==> config.mk <==
export PLATFORM = sky130hd
export DESIGN_NAME = lsft_device_flat
export DESIGN_NICKNAME = d
export VERILOG_FILES = /design/src/verilog/lsft_pkg.sv /design/src/verilog/lsft_link_if.sv /design/src/verilog/lsft_device.sv /design/src/flat_wrapper.sv
export SDC_FILE = /design/constraint.sdc
export NUM_CORES = 1
export LEC_CHECK = 0
export ABC_CLOCK_PERIOD_IN_PS = 7010
export BUFFER_PORTS_ARGS = -buffer_cell sky130_fd_sc_hd__buf_2
export CORE_UTILIZATION = 60
export CTS_CLUSTER_SIZE = 40
export DETAILED_ROUTE_END_ITERATION = 7
export HOLD_SLACK_MARGIN = 0.15
export PLACE_DENSITY = 0.84
export RECOVER_POWER = 25
export SETUP_SLACK_MARGIN = 0.3
export SLEW_MARGIN = 25
export SYNTH_ARGS = -nofsm -noshare
export SYNTH_HDL_FRONTEND = slang
export SYNTH_SLANG_ARGS = --single-unit
==> constraint.sdc <==
create_clock -name mclk -period 7.01 [get_ports mclk]
set_clock_uncertainty 0.15 [all_clocks]
set_input_delay 0.701 -clock mclk [delete_from_list [all_inputs] [get_ports mclk]]
set_output_delay 0.701 -clock mclk [all_outputs]
set_load 0.005 [all_outputs]
==> src/verilog/lsft_pkg.sv <==
package lsft_pkg;
    // ------------------------------------------------------------
    // clock and widths
    // ------------------------------------------------------------
    localparam int MCLK_HZ     = 20000000;
    localparam int NUM_CH      = 6;
    localparam int CMD_BITS    = 8;
    localparam int CNT_W       = 20;

    // ------------------------------------------------------------
    // times in their own units
    // ------------------------------------------------------------
    localparam int RETRY_WINDOW_US   = 50;   // inside 25..100 us
    localparam int REFRESH_WAIT_US   = 4500; // nominal 4.5 ms
    localparam int OFF_SENSE_US      = 60;   // typical, inside 25..100 us
    localparam int ON_SENSE_US       = 6000; // inside 3.0..12 ms
    localparam int APPLY_DELAY_NS    = 2000; // inside 1.0..10 us
    localparam int HOST_OFF_WAIT_US  = 100;
    localparam int HOST_ON_WAIT_US   = 12000;
    localparam int HOST_GAP_NS       = 1000;
    localparam int HOST_HALF_NS      = 400;  // divided serial clock half period

    // ------------------------------------------------------------
    // derived cycle counts
    // ------------------------------------------------------------
    localparam int RETRY_WINDOW_CYC  = RETRY_WINDOW_US * (MCLK_HZ / 1000000);
    localparam int REFRESH_WAIT_CYC  = REFRESH_WAIT_US * (MCLK_HZ / 1000000);
    localparam int OFF_SENSE_CYC     = OFF_SENSE_US * (MCLK_HZ / 1000000);
    localparam int ON_SENSE_CYC      = ON_SENSE_US * (MCLK_HZ / 1000000);
    localparam int APPLY_DELAY_CYC   = (APPLY_DELAY_NS * (MCLK_HZ / 1000000) + 999) / 1000;
    localparam int HOST_OFF_WAIT_CYC = HOST_OFF_WAIT_US * (MCLK_HZ / 1000000);
    localparam int HOST_ON_WAIT_CYC  = HOST_ON_WAIT_US * (MCLK_HZ / 1000000);
    localparam int HOST_GAP_CYC      = (HOST_GAP_NS * (MCLK_HZ / 1000000) + 999) / 1000;
    localparam int HOST_HALF_CYC     = (HOST_HALF_NS * (MCLK_HZ / 1000000) + 999) / 1000;

    // ------------------------------------------------------------
    // command byte layout
    // ------------------------------------------------------------
    localparam int CHANNEL_CMD_BIT_LOW  = 0;
    localparam int CHANNEL_CMD_BIT_HIGH = 5;
    localparam int ON_DETECT_BIT_LO     = 6;
    localparam int ON_DETECT_BIT_HI     = 7;
    localparam logic [7:0] FAULT_RESET  = 8'h00;
endpackage

==> src/verilog/lsft_link_if.sv <==
`timescale 1ns/1ps
interface lsft_link_if;
    logic csN;
    logic sclk;
    logic sdi;
    logic sdoOut;
    logic sdoOeN;

    // ------------------------------------------------------------
    // ends
    // ------------------------------------------------------------
    modport device (input csN, input sclk, input sdi, output sdoOut, output sdoOeN);
    modport host   (output csN, output sclk, output sdi, input sdoOut, input sdoOeN);
endinterface

==> src/verilog/lsft_device.sv <==
`timescale 1ns/1ps
module lsft_device
    import lsft_pkg::*;
(
    input  wire logic              mclk,
    input  wire logic              arst_n,
    lsft_link_if.device            link,
    input  wire logic [NUM_CH-1:0] shortDet,
    input  wire logic [NUM_CH-1:0] openDet,
    output logic      [NUM_CH-1:0] gateOn_ff,
    output logic      [NUM_CH-1:0] currentLimit_ff,
    output logic      [NUM_CH-1:0] faultReady_ff
);
    // ------------------------------------------------------------
    // pin synchronisers
    // ------------------------------------------------------------
    logic [2:0] csSync_ff;
    logic [2:0] clkSync_ff;
    logic [1:0] sdiSync_ff;
    logic       csFall;
    logic       csRise;
    logic       clkRise;
    logic       clkFall;
    logic       selected;

    // two stages then one history stage for edges
    always_ff @(posedge mclk or negedge arst_n) begin
        if (!arst_n) begin
            csSync_ff  <= 3'h7;
            clkSync_ff <= 3'h0;
            sdiSync_ff <= 2'h0;
        end else begin
            csSync_ff  <= {csSync_ff[1:0], link.csN};
            clkSync_ff <= {clkSync_ff[1:0], link.sclk};
            sdiSync_ff <= {sdiSync_ff[0], link.sdi};
        end
    end

    assign selected = !csSync_ff[1];
    assign csFall   = csSync_ff[2] && !csSync_ff[1];
    assign csRise   = !csSync_ff[2] && csSync_ff[1];
    assign clkRise  = selected && !clkSync_ff[2] && clkSync_ff[1];
    assign clkFall  = selected && clkSync_ff[2] && !clkSync_ff[1];

    // ------------------------------------------------------------
    // serial shift path
    // ------------------------------------------------------------
    logic [CMD_BITS-1:0] rxShift_ff;
    logic [CMD_BITS-1:0] txShift_ff;
    logic [CMD_BITS-1:0] faultReg;
    logic                bitSeen_ff;

    assign faultReg = {2'h0, faultReady_ff};

    // receive on rising clock edge
    always_ff @(posedge mclk or negedge arst_n) begin
        if (!arst_n) begin
            rxShift_ff <= 8'h00;
        end else if (clkRise) begin
            rxShift_ff <= {rxShift_ff[CMD_BITS-2:0], sdiSync_ff[1]};
        end
    end

    // load faults at select, shift on clock fall after first rise
    always_ff @(posedge mclk or negedge arst_n) begin
        if (!arst_n) begin
            txShift_ff <= FAULT_RESET;
            bitSeen_ff <= 1'b0;
        end else if (csFall) begin
            txShift_ff <= faultReg;
            bitSeen_ff <= 1'b0;
        end else begin
            if (clkRise) begin
                bitSeen_ff <= 1'b1;
            end
            if (clkFall && bitSeen_ff) begin
                txShift_ff <= {txShift_ff[CMD_BITS-2:0], 1'b0};
            end
        end
    end

    // data out and its enable
    always_ff @(posedge mclk or negedge arst_n) begin
        if (!arst_n) begin
            link.sdoOut <= 1'b0;
            link.sdoOeN <= 1'b1;
        end else begin
            link.sdoOeN <= !selected;
            link.sdoOut <= csFall ? faultReg[CMD_BITS-1] : txShift_ff[CMD_BITS-1];
        end
    end

    // ------------------------------------------------------------
    // command apply after chip select rises
    // ------------------------------------------------------------
    logic [CMD_BITS-1:0] pendCmd_ff;
    logic [CMD_BITS-1:0] activeCmd_ff;
    logic [7:0]          applyCnt_ff;
    logic                applyPend_ff;

    always_ff @(posedge mclk or negedge arst_n) begin
        if (!arst_n) begin
            pendCmd_ff   <= 8'h00;
            activeCmd_ff <= 8'h00;
            applyCnt_ff  <= 8'h00;
            applyPend_ff <= 1'b0;
        end else if (csRise) begin
            pendCmd_ff   <= rxShift_ff;
            applyCnt_ff  <= 8'(APPLY_DELAY_CYC);
            applyPend_ff <= 1'b1;
        end else if (applyPend_ff) begin
            if (applyCnt_ff == 8'h01) begin
                activeCmd_ff <= pendCmd_ff;
                applyPend_ff <= 1'b0;
            end
            applyCnt_ff <= applyCnt_ff - 8'h01;
        end
    end

    logic onDetectEn;
    assign onDetectEn = |activeCmd_ff[ON_DETECT_BIT_HI:ON_DETECT_BIT_LO];

    // ------------------------------------------------------------
    // per channel supervision
    // ------------------------------------------------------------
    typedef enum logic [1:0] {CH_RUN, CH_RETRY, CH_REFRESH} lsft_ch_e;

    for (genvar ch = 0; ch < NUM_CH; ch++) begin : gCh
        lsft_ch_e         state_ff;
        logic [CNT_W-1:0] shortCnt_ff;
        logic [CNT_W-1:0] senseCnt_ff;
        logic             cmdOn;
        logic             prevOn_ff;
        logic             shortFault_ff;
        logic             openFault_ff;
        logic             senseDone;
        logic             senseLimit;

        assign cmdOn = activeCmd_ff[CHANNEL_CMD_BIT_LOW + ch];

        // short retry and refresh sequencing
        always_ff @(posedge mclk or negedge arst_n) begin
            if (!arst_n) begin
                state_ff      <= CH_RUN;
                shortCnt_ff   <= '0;
                shortFault_ff <= 1'b0;
            end else begin
                case (state_ff)
                    CH_RUN: begin
                        shortFault_ff <= 1'b0;
                        if (cmdOn && shortDet[ch]) begin
                            state_ff    <= CH_RETRY;
                            shortCnt_ff <= CNT_W'(RETRY_WINDOW_CYC - 1);
                        end
                    end
                    CH_RETRY: begin
                        if (!cmdOn) begin
                            state_ff <= CH_RUN;
                        end else if (shortCnt_ff == '0) begin
                            if (shortDet[ch]) begin
                                shortFault_ff <= 1'b1;
                                state_ff      <= CH_REFRESH;
                                shortCnt_ff   <= CNT_W'(REFRESH_WAIT_CYC - 1);
                            end else begin
                                state_ff <= CH_RUN;
                            end
                        end else begin
                            shortCnt_ff <= shortCnt_ff - CNT_W'(1);
                        end
                    end
                    CH_REFRESH: begin
                        if (!cmdOn) begin
                            state_ff <= CH_RUN;
                        end else if (shortCnt_ff == '0) begin
                            state_ff    <= CH_RETRY;
                            shortCnt_ff <= CNT_W'(RETRY_WINDOW_CYC - 1);
                        end else begin
                            shortCnt_ff <= shortCnt_ff - CNT_W'(1);
                        end
                    end
                    default: state_ff <= CH_RUN;
                endcase
            end
        end

        // open load sense timer restarts at each switch
        assign senseLimit = cmdOn ? (senseCnt_ff >= CNT_W'(ON_SENSE_CYC))
                                  : (senseCnt_ff >= CNT_W'(OFF_SENSE_CYC));
        assign senseDone  = senseLimit && (cmdOn ? onDetectEn : 1'b1);

        always_ff @(posedge mclk or negedge arst_n) begin
            if (!arst_n) begin
                prevOn_ff    <= 1'b0;
                senseCnt_ff  <= '0;
                openFault_ff <= 1'b0;
            end else begin
                prevOn_ff <= cmdOn;
                if (cmdOn != prevOn_ff) begin
                    senseCnt_ff  <= '0;
                    openFault_ff <= 1'b0;
                end else begin
                    if (!senseLimit) begin
                        senseCnt_ff <= senseCnt_ff + CNT_W'(1);
                    end
                    if (senseDone) begin
                        openFault_ff <= openDet[ch];
                    end
                end
            end
        end

        // gate drive, limit flag and fault bit ready for capture
        always_ff @(posedge mclk or negedge arst_n) begin
            if (!arst_n) begin
                gateOn_ff[ch]       <= 1'b0;
                currentLimit_ff[ch] <= 1'b0;
                faultReady_ff[ch]   <= 1'b0;
            end else begin
                gateOn_ff[ch]       <= cmdOn && (state_ff != CH_REFRESH);
                currentLimit_ff[ch] <= (state_ff == CH_RETRY);
                faultReady_ff[ch]   <= shortFault_ff || openFault_ff;
            end
        end
    end
endmodule

==> src/flat_wrapper.sv <==
// flat-port wrapper written by rule: the top's interface ports become plain ports
module lsft_device_flat import lsft_pkg::*;
  (mclk, arst_n, shortDet, openDet, gateOn_ff, currentLimit_ff, faultReady_ff, link_csN, link_sclk, link_sdi, link_sdoOut, link_sdoOeN);
  lsft_link_if link_i ();
  input  wire logic mclk;
  input  wire logic arst_n;
  input  wire logic [NUM_CH-1:0] shortDet;
  input  wire logic [NUM_CH-1:0] openDet;
  output logic      [NUM_CH-1:0] gateOn_ff;
  output logic      [NUM_CH-1:0] currentLimit_ff;
  output logic      [NUM_CH-1:0] faultReady_ff;
  input wire logic [$bits(link_i.csN)-1:0] link_csN;
  input wire logic [$bits(link_i.sclk)-1:0] link_sclk;
  input wire logic [$bits(link_i.sdi)-1:0] link_sdi;
  output wire logic [$bits(link_i.sdoOut)-1:0] link_sdoOut;
  output wire logic [$bits(link_i.sdoOeN)-1:0] link_sdoOeN;
  assign link_i.csN = link_csN;
  assign link_i.sclk = link_sclk;
  assign link_i.sdi = link_sdi;
  assign link_sdoOut = link_i.sdoOut;
  assign link_sdoOeN = link_i.sdoOeN;
  lsft_device u_core (.mclk(mclk), .arst_n(arst_n), .link(link_i), .shortDet(shortDet), .openDet(openDet), .gateOn_ff(gateOn_ff), .currentLimit_ff(currentLimit_ff), .faultReady_ff(faultReady_ff));
endmodule
---- After elaboration in Yosys (flattened, before gate mapping) ----
Cells that the tools add are included.
storage, ports and cells
  latch bits .............................. 0
  bits of input ports ..................... 17
  output and inout bits ................... 20
  bits in read-only memories .............. 0
  flip-flop bits (word level) ............. 340
  bits in writable memories ............... 0
  word-level logic and storage cells ...... 413
  memories kept ........................... 0
operators by class
  div/mod/pow operators ................... 0
  magnitude comparators ................... 12
  reduce and logical (&&, ||, !) cells .... 88
  add/subtract/negate cells ............... 13
  $mul .................................... 0
  eq/ne operators ......................... 79
  bitwise gates (word level) .............. 1
  multiplexer cells ....................... 154
  shifts and indexed selects .............. 0
operators with widths
  kind                                                                                   number
  20-bit two-way mux                                                                     48
  20-bit case mux with 3 select lines                                                    6
  20-bit by 1-bit adder with 20-bit output, second input constant                        6
  20-bit by 11-bit greater-or-equal comparator with 1-bit output, second input constant  6
  20-bit by 17-bit greater-or-equal comparator with 1-bit output, second input constant  6
  20-bit logical NOT                                                                     6
  20-bit by 1-bit subtractor with 20-bit output, second input constant                   6
  2-bit two-way mux                                                                      36
  3-bit inequality test, second input constant                                           18
  1-bit two-way mux                                                                      48
  2-bit by 1-bit inequality test with 1-bit output, second input constant                24
  2-bit inequality test, second input constant                                           18
  2-bit case mux with 3 select lines                                                     6
  8-bit two-way mux                                                                      4
  5-bit AND reduction                                                                    6
  2-bit nonzero test                                                                     15
  1-bit logical AND                                                                      25
  4-bit AND reduction                                                                    6
  3-bit AND reduction                                                                    7
  3-bit nonzero test                                                                     6
  2-bit by 1-bit == test with 1-bit output, second input constant                        6
  2-bit == test, second input constant                                                   6
  2-bit logical NOT                                                                      6
  1-bit case mux with 2 select lines                                                     6
  other kinds (7)                                                                        20

---- Logic depth before layout (Yosys ltp) ----
Gate-level depths: netlist (run 1).
  depth after elaboration ................. 6
  gate-level depth with buffers ........... 10
  gate-level depth less buffers ........... 8

---- Worst setup path before layout (run 1) ----
OpenSTA, ideal clock, no wires.
  kind .................................... register -> register
  start point ............................. reg u_core.gCh[0].shortCnt_ff[17]
  end point ............................... reg u_core.gCh[0].shortCnt_ff[2]
  buffers on the path ..................... 2
  library setup time ...................... 0.121 ns
  data required time ...................... 6.739 ns
  arrival ................................. 2.456 ns
  clock period less this slack ............ 2.727 ns
  path slack .............................. 4.283 ns
  stages on the path, launching flop included .. 9
  cell sequence ........................... dfrtp_1 > or4_4 > or3_4 > or4_4 > buf_6 > o21a_1 > buf_6 > o21a_1 > o22a_1
on the way
  longest elaborated chain between the ends .. 4
  elaborated cells on any way between the ends .. 8
  those cells by class .................... 1 x eq/ne; 5 x mux; 2 x reduce/logical
ends and longest elaborated chain
  element                                       RTL line                                source
  start: declaration                            lsft_device.sv:130                      logic [CNT_W-1:0] shortCnt_ff;
  start signal: assignment                      lsft_device.sv:153                      shortCnt_ff <= CNT_W'(RETRY_WINDOW_CYC - 1);
  start signal: assignment                      lsft_device.sv:163                      shortCnt_ff <= CNT_W'(REFRESH_WAIT_CYC - 1);
  start signal: assignment                      lsft_device.sv:168                      shortCnt_ff <= shortCnt_ff - CNT_W'(1);
  20-bit logical NOT *                          lsft_device.sv:159, lsft_device.sv:174
  20-bit two-way mux, on equally long branches  lsft_device.sv:174, lsft_device.sv:159
  20-bit two-way mux, on equally long branches  lsft_device.sv:172, lsft_device.sv:157
  20-bit case mux with 3 select lines           lsft_device.sv:148                      case (state_ff)
Every way passes the cells marked *; elsewhere a longest branch is shown, timed or not. The select of a mux whose other input is x is not followed.
A chain may end at the register's enable or synchronous reset.

==> results of run 1 <==
==> synth_stat cells, types with 7 or more instances <==
| cell type | instances |
|---|---|
| and3_1 | 25 |
| o22a_1 | 32 |
| nand4_1 | 32 |
| a31o_2 | 11 |
| o31ai_1 | 17 |
| a21o_1 | 11 |
| xor2_1 | 34 |
| o21ai_1 | 7 |
| ha_1 | 50 |
| mux2_2 | 19 |
| nand2b_1 | 22 |
| nand3b_1 | 9 |
| nor3_1 | 77 |
| or2_2 | 21 |
| a41o_1 | 11 |
| dfrtp_1 | 336 |
| and2_1 | 27 |
| clkbuf_1 | 48 |
| nand2_1 | 192 |
| nor2b_1 | 14 |
| a21oi_1 | 151 |
| inv_1 | 88 |
| xnor2_1 | 55 |
| mux2i_1 | 18 |
| nor4_1 | 22 |
| a31oi_1 | 38 |
| nor4b_1 | 10 |
| or3_1 | 41 |
| a2bb2oi_1 | 13 |
| or4_1 | 12 |
| o21ai_0 | 111 |
| nand3_1 | 51 |
| a211oi_1 | 10 |
| nor2_1 | 215 |
| and4_1 | 8 |
| o21a_1 | 14 |
==> sequential cells by signal (all words and copies together) (netlist names), 6 cells and up <==
register / flops
u_core.activeCmd_ff: 8
u_core.applyCnt_ff: 8
u_core.currentLimit_ff: 6
u_core.faultReady_ff: 6
u_core.gCh.openFault_ff: 6
u_core.gCh.prevOn_ff: 6
u_core.gCh.senseCnt_ff: 120
u_core.gCh.shortCnt_ff: 120
u_core.gCh.shortFault_ff: 6
u_core.gCh.state_ff: 12
u_core.gateOn_ff: 6
u_core.pendCmd_ff: 8
u_core.rxShift_ff: 8
u_core.txShift_ff: 8
==> final timing paths <==
check / to / slack [ns] / cells after the start
worst min register to register: u_core.sdiSync_ff[1] / 0.20 / 0
max in group mclk: u_core.gCh[2].shortCnt_ff[2] / 3.70 / 6
worst max register to register: u_core.gCh[2].shortCnt_ff[2] / 3.70 / 6
worst min-delay path: u_core.sdiSync_ff[1] / 0.20 / 0
worst max-delay path: u_core.gCh[1].state_ff[1] / 3.36 / 4
min in group asynchronous: u_core.gCh[2].shortCnt_ff[4] / 0.60 / 2
==> routing by layer <==
| metal | GRT usage | vias to the layer above | routed length (microns) |
|---|---|---|---|
| met4 | 0.104 | 0 | 1090 |
| met5 | 0 | - | 0 |
| met2 | 0.443 | 411 | 20000 |
| met3 | 0.0318 | 77 | 1750 |
| li1 | - | 7172 | - |
| met1 | 0.350 | 7438 | 17600 |
==> layout make-up <==
cell class	instances	area (sq um)	area share
timing repair buffer	52	340	0.0169
clock inverter	16	173	0.00860
inverter	88	330	0.0164
multi-input combinational	1486	9140	0.455
tap	390	488	0.0243
sequential	339	8490	0.423
antenna	1	2.50	0.000125
clock buffer	52	1120	0.0560
==> worst register-to-register path: cells and delay by family (launching register included) <==
| kind | cells | cell delay, ns |
|---|---|---|
| AOI/OAI and AO/OA | 3 | 1.00 |
| DFF | 1 | 0.46 |
| and+or+nand+nor | 3 | 1.59 |
==> logic make-up after synthesis <==
family,Yosys count
AND/OR/NAND/NOR,811
AO/OA/AOI/OAI,499
flip-flops,339
buffers and inverters,142
XOR/XNOR,89
adder cells (fa/ha/maj),50
multiplexers,37
==> where the power goes <==
| group | internal [mW] | switching [mW] |
|---|---|---|
| registers | 2.34 | 0.423 |
| clock network | 1.24 | 0.809 |
| logic | 0.835 | 1.28 |
==> metrics by stage <==
step	setup WS (ns)	util	hold WS [ns]	instances
detailed placement	3.77	0.629	0.186	2350
floorplan	4.28	-	0.181	1967
CTS	3.76	0.674	0.210	2422
global route	2.81	0.676	0.215	2424
global placement	3.92	0.629	0.187	2350
finish	3.36	0.676	0.204	2424
==> qor.yml, run 1 <==
status: "finished with violations"
violations: "max-capacitance violations, max-slew violations"
ys_seq_area_frac: 0.468
syn_avg_cell_area_sq_um: 9.22
synthAdderAreaFrac: 0.0345
final-hold-violation-count: 0
path_cells: "dlygate4sd3_1 -> buf_8 -> clkbuf_1 -> buf_16"
synthCells: 1967
synth_edf_count: 0
initial_core_util: 0.610
dp.final_hpwl_mm: 26.8
vias: 15100
layout_common_cells: "dfrtp_1 (336), nor2_1 (215), nand2_1 (192)"
final-setup-viol-count: 0
slowest_stage: "clkbuf_1"
clk_pin_slew_ns: 0.06
synth_seq_cells: 339
num_rows: 63
vias_per_cell: 6.23
report.final.slew_viol_count: 40
leakage_nw: 9.05
dieArea_sq_mm: 0.0309
drive_gt1_frac: 0.0920
placed_area_sq_mm: 0.0187
worstSetupStartpoint: "arst_n"
total_power_mw: 6.92
htreeDepth: 2
setup_tns_ns: 0
first_iter_violations: 1297
slowest_delay_ns: 1.66
dr.pass1.iters: 5
hold_start: "u_core.sdiSync_ff[0]"
io_pins: 37
cp-end-kind: "asynchronous set/reset pin"
hold_path_class: "register to register"
yosysTopAreaCell: "dfrtp_1"
die_h_microns: 176
design_area_sq_mm: 0.0201
syn_area_sq_mm: 0.0181
path_max_fanout: 136
async_reset_ff_frac: 1.00
fin_crit_sh: 0.520
clock_latency_ns: 0.52
synth-simple-area-share: 0.225
synth_top_area_frac: 0.464
grt_max_degree: 176
synth_mux_area_frac: 0.0217
worst_slew_pin_slew_ns: 2.25
yosys.cell_types.count: 79
power_density_mw_per_mm2: 344
cts_tree: "built"
r2r-start: "u_core.gCh[2].shortCnt_ff[14]"
core-area_sq_mm: 0.0297
antenna_found_initial: 1
ctsResizeCount: 0
synth_compound_area_frac: 0.177
cts_setup_buffers: 0
nFillCells: 2192
worstPathRequired_ns: 7.44
syn_nets: 2034
layout_commonest_cell: "dfrtp_1"
crit_buf_inv: 4
drt_wl_total_mm: 40.5
critPathLaunchType: "primary input"
syn_to_final_growth_pct: 10.8
drc_errors: 0
synth.area.top_cells: "dfrtp_1 (46%), nor2_1 (4.5%), a21oi_1 (4.2%), nand2_1 (4.0%), ha_1 (3.4%)"
synth_top_family_by_area: "simple AND/OR/NAND/NOR gates"
ant_nets: 0
detail_route.wl_per_cell_microns: 16.7
cts_made_buffers: 38
slew_headroom: -0.502
clk_root_buffer_cell: "clkbuf_16"
die_width_microns: 176
max_freq_mhz: 274
rsz0062_at_grt: "no"
crit_family: "buffers and inverters"
cp.arrival_ns: 4.08
grt_pass1_wl_mm: 68.4
yosysWarnings: 0
grt_pass1_vias: 14700
track_usage: 0.264
drv_cap: 1
crit_type: "primary input to asynchronous set/reset pin"
port_buffers: 36
place.gp.congestion: 0.941
fin_nets: 2072
hold_buffers: 4
grt-ovfl-total: 0
synthFlopType: "dfrtp_1"
fin_crit_ns: 3.65
clock-sinks: 339
ir_worst_vdd_v: 0.000235
cts_max_path_buffers: 3
synthXorXnorAreaFrac: 0.0430
No activity file was read; power rests on OpenSTA's default activity.
==> inputs of run 2 (changes only) <==
- ABC_CLOCK_PERIOD_IN_PS: 7010 -> 3200
- CORE_UTILIZATION: 60 -> 57
- PLACE_DENSITY: 0.84 -> 0.83
- clock period: 7.01 -> 3.2 ns (I/O delays scaled with it)
==> run 2 against run 1 <==
Clock-buffer cell count down 4. Setup slack worse by 3.0 ns. Global-route usage shrank 1.0 points. Clock power up 120%. Hold slack improved by 0.023 ns. The run still ends with max-capacitance violations, max-slew violations left. Largest cell class unchanged. Sequential power is 120% higher. Via count rose by 1.8%. Non-clock buffer count grew 45. Die area is 5.2% higher.
==> qor.yml, run 2 (synthesis gave the netlist of run 1 again) <==
grt_pass1_vias: 15100  # was 14.7k
power_density_mw_per_mm2: 750  # was 344 mW/mm^2
rsz0062_at_grt: "no"  # unchanged
dp.final_hpwl_mm: 27.1  # was 26.8 mm
fin_crit_sh: 0.890
drt_wl_total_mm: 41.0  # was 40.5 mm
drv_cap: 1  # unchanged
cts_tree: "built"  # unchanged
worst_slew_pin_slew_ns: 1.96  # was 2.25 ns
syn_to_final_growth_pct: 12.9  # was 10.8%
ir_worst_vdd_v: 0.000453  # was 0.000235 V
port_buffers: 36  # unchanged
slew_headroom: -0.307  # was -0.502
cts_made_buffers: 37  # was 38
clk_pin_slew_ns: 0.06  # about the same
core-area_sq_mm: 0.0309  # was 0.0297 sq mm
ant_nets: 0  # unchanged
r2r_slack_ns: 0.35  # was 3.70 ns
grt-ovfl-total: 0  # unchanged
antennaDiodeCount: 0  # was 1
holdWs_ns: 0.227  # was 0.204 ns
drc_errors: 0  # unchanged
dieArea_sq_mm: 0.0325  # was 0.0309 sq mm
num_rows: 64  # was 63
worstPathRequired_ns: 3.49  # was 7.44 ns
top_regs: "u_core.gCh.senseCnt_ff x120, u_core.gCh.shortCnt_ff x120, u_core.gCh.state_ff x12"  # unchanged
cts_setup_buffers: 0  # unchanged
max_freq_mhz: 351
final-hold-violation-count: 0  # unchanged
first_iter_violations: 1205  # was 1297
design_area_sq_mm: 0.0205  # was 0.0201 sq mm
placed_area_sq_mm: 0.0190  # was 0.0187 sq mm
violations: "max-capacitance violations, max-slew violations"  # unchanged
clock_latency_ns: 0.53  # was 0.52 ns
cp.arrival_ns: 3.13  # was 4.08 ns
crit_type: "register to register"  # was primary input to asynchronous set/reset pin
leakage_nw: 9.26  # was 9.05 nW
vias_per_cell: 6.22  # was 6.23
detail_route.wl_per_cell_microns: 16.6  # was 16.7 microns
antenna_found_initial: 0  # was 1
track_usage: 0.254  # was 0.264
critPathLaunchType: "register"  # was primary input
layout_common_cells: "dfrtp_1 (336), nor2_1 (214), nand2_1 (191)"  # was dfrtp_1 (336), nor2_1 (215), nand2_1 (192)
drive_gt1_frac: 0.105  # was 0.0920
grt_max_degree: 74  # was 176
cts_max_path_buffers: 3  # unchanged
fin_crit_ns: 2.85
grt_pass1_wl_mm: 70.3  # was 68.4 mm
path_max_fanout: 16  # was 136
clock-sinks: 339  # unchanged
die_h_microns: 180  # was 176 microns
status: "finished with violations"  # unchanged
dr.pass1.iters: 5  # unchanged
final-setup-viol-count: 0  # unchanged
io_pins: 37  # unchanged
initial_core_util: 0.587  # was 0.610
place.gp.congestion: 0.915  # was 0.941
die_width_microns: 180  # was 176 microns
clk_root_buffer_cell: "clkbuf_16"  # unchanged
cp-end-kind: "register"  # was asynchronous set/reset pin
hold_path_class: "register to register"  # unchanged
report.final.slew_viol_count: 70  # was 40
vias: 15400  # was 15.1k
layout_commonest_cell: "dfrtp_1"  # unchanged
nFillCells: 2347  # was 2192
fin_nets: 2116  # was 2072
setup_tns_ns: 0  # unchanged
htreeDepth: 2  # unchanged
## run 2: power by group
group | internal (mW) | switching [mW]
registers | 5.12 | 0.899
clock network | 2.77 | 1.77
logic | 1.96 | 2.85
total | 9.84 | 5.51
## run 2: repair_timing
action / in CTS / in global routing
hold buffers: 16 / 0
hold endpoints to repair: 192 / 0
pin swaps: 0 / 1
endpoints found under the setup margin: 22 / 35
gates resized for setup: 4 / 7
## run 2: layout make-up
cell class	instances	area, sq um	share of cell area
multi-input combinational	1486	9150	0.447
sequential	339	8490	0.415
clock buffer	48	1070	0.0523
timing repair buffer	97	712	0.0348
tap	396	495	0.0242
inverter	88	330	0.0161
clock inverter	18	229	0.0112
## run 2: worst paths after layout
kind | startpoint | endpoint | depth (start not counted)
hold / removal | u_core.sdiSync_ff[0] | u_core.sdiSync_ff[1] | 0
setup / recovery | u_core.gCh[3].shortCnt_ff[0] | u_core.gCh[3].state_ff[1] | 7
setup reg to reg | u_core.gCh[3].shortCnt_ff[0] | u_core.gCh[3].state_ff[1] | 7
hold reg to reg | u_core.sdiSync_ff[0] | u_core.sdiSync_ff[1] | 0
min in group asynchronous | arst_n | u_core.gCh[2].shortCnt_ff[0] | 2
max in group asynchronous | arst_n | u_core.gCh[3].state_ff[1] | 3
## run 2: routing by layer
layer  GRT usage  share of wire
met4      0.0889          0.027
met5           0              0
met1       0.336           0.44
met2       0.432           0.49
met3      0.0301          0.049
## run 2: worst max-delay path, stage by stage, from the launching register on
cell	delay [ns]
dfrtp_1	0.40
inv_1	0.11
ha_1	0.14
or4b_1	0.46
or3_1	0.38
or2_2	0.44
a32oi_1	0.43
mux2i_1	0.25
## run 2: metrics by stage
| stage | std cells | setup slack [ns] | util | power (mW) |
|---|---|---|---|---|
| final | 2472 | 0.353 | 0.662 | 15.4 |
| after global routing | 2472 | 0.305 | 0.662 | 16.3 |
| after CTS | 2472 | 0.331 | 0.662 | 15.4 |
| after detailed placement | 2390 | 0.205 | 0.614 | 10.7 |
| after global placement | 2390 | 0.0464 | 0.614 | 10.5 |
| after floorplan | 1967 | 0.473 | - | 9.35 |
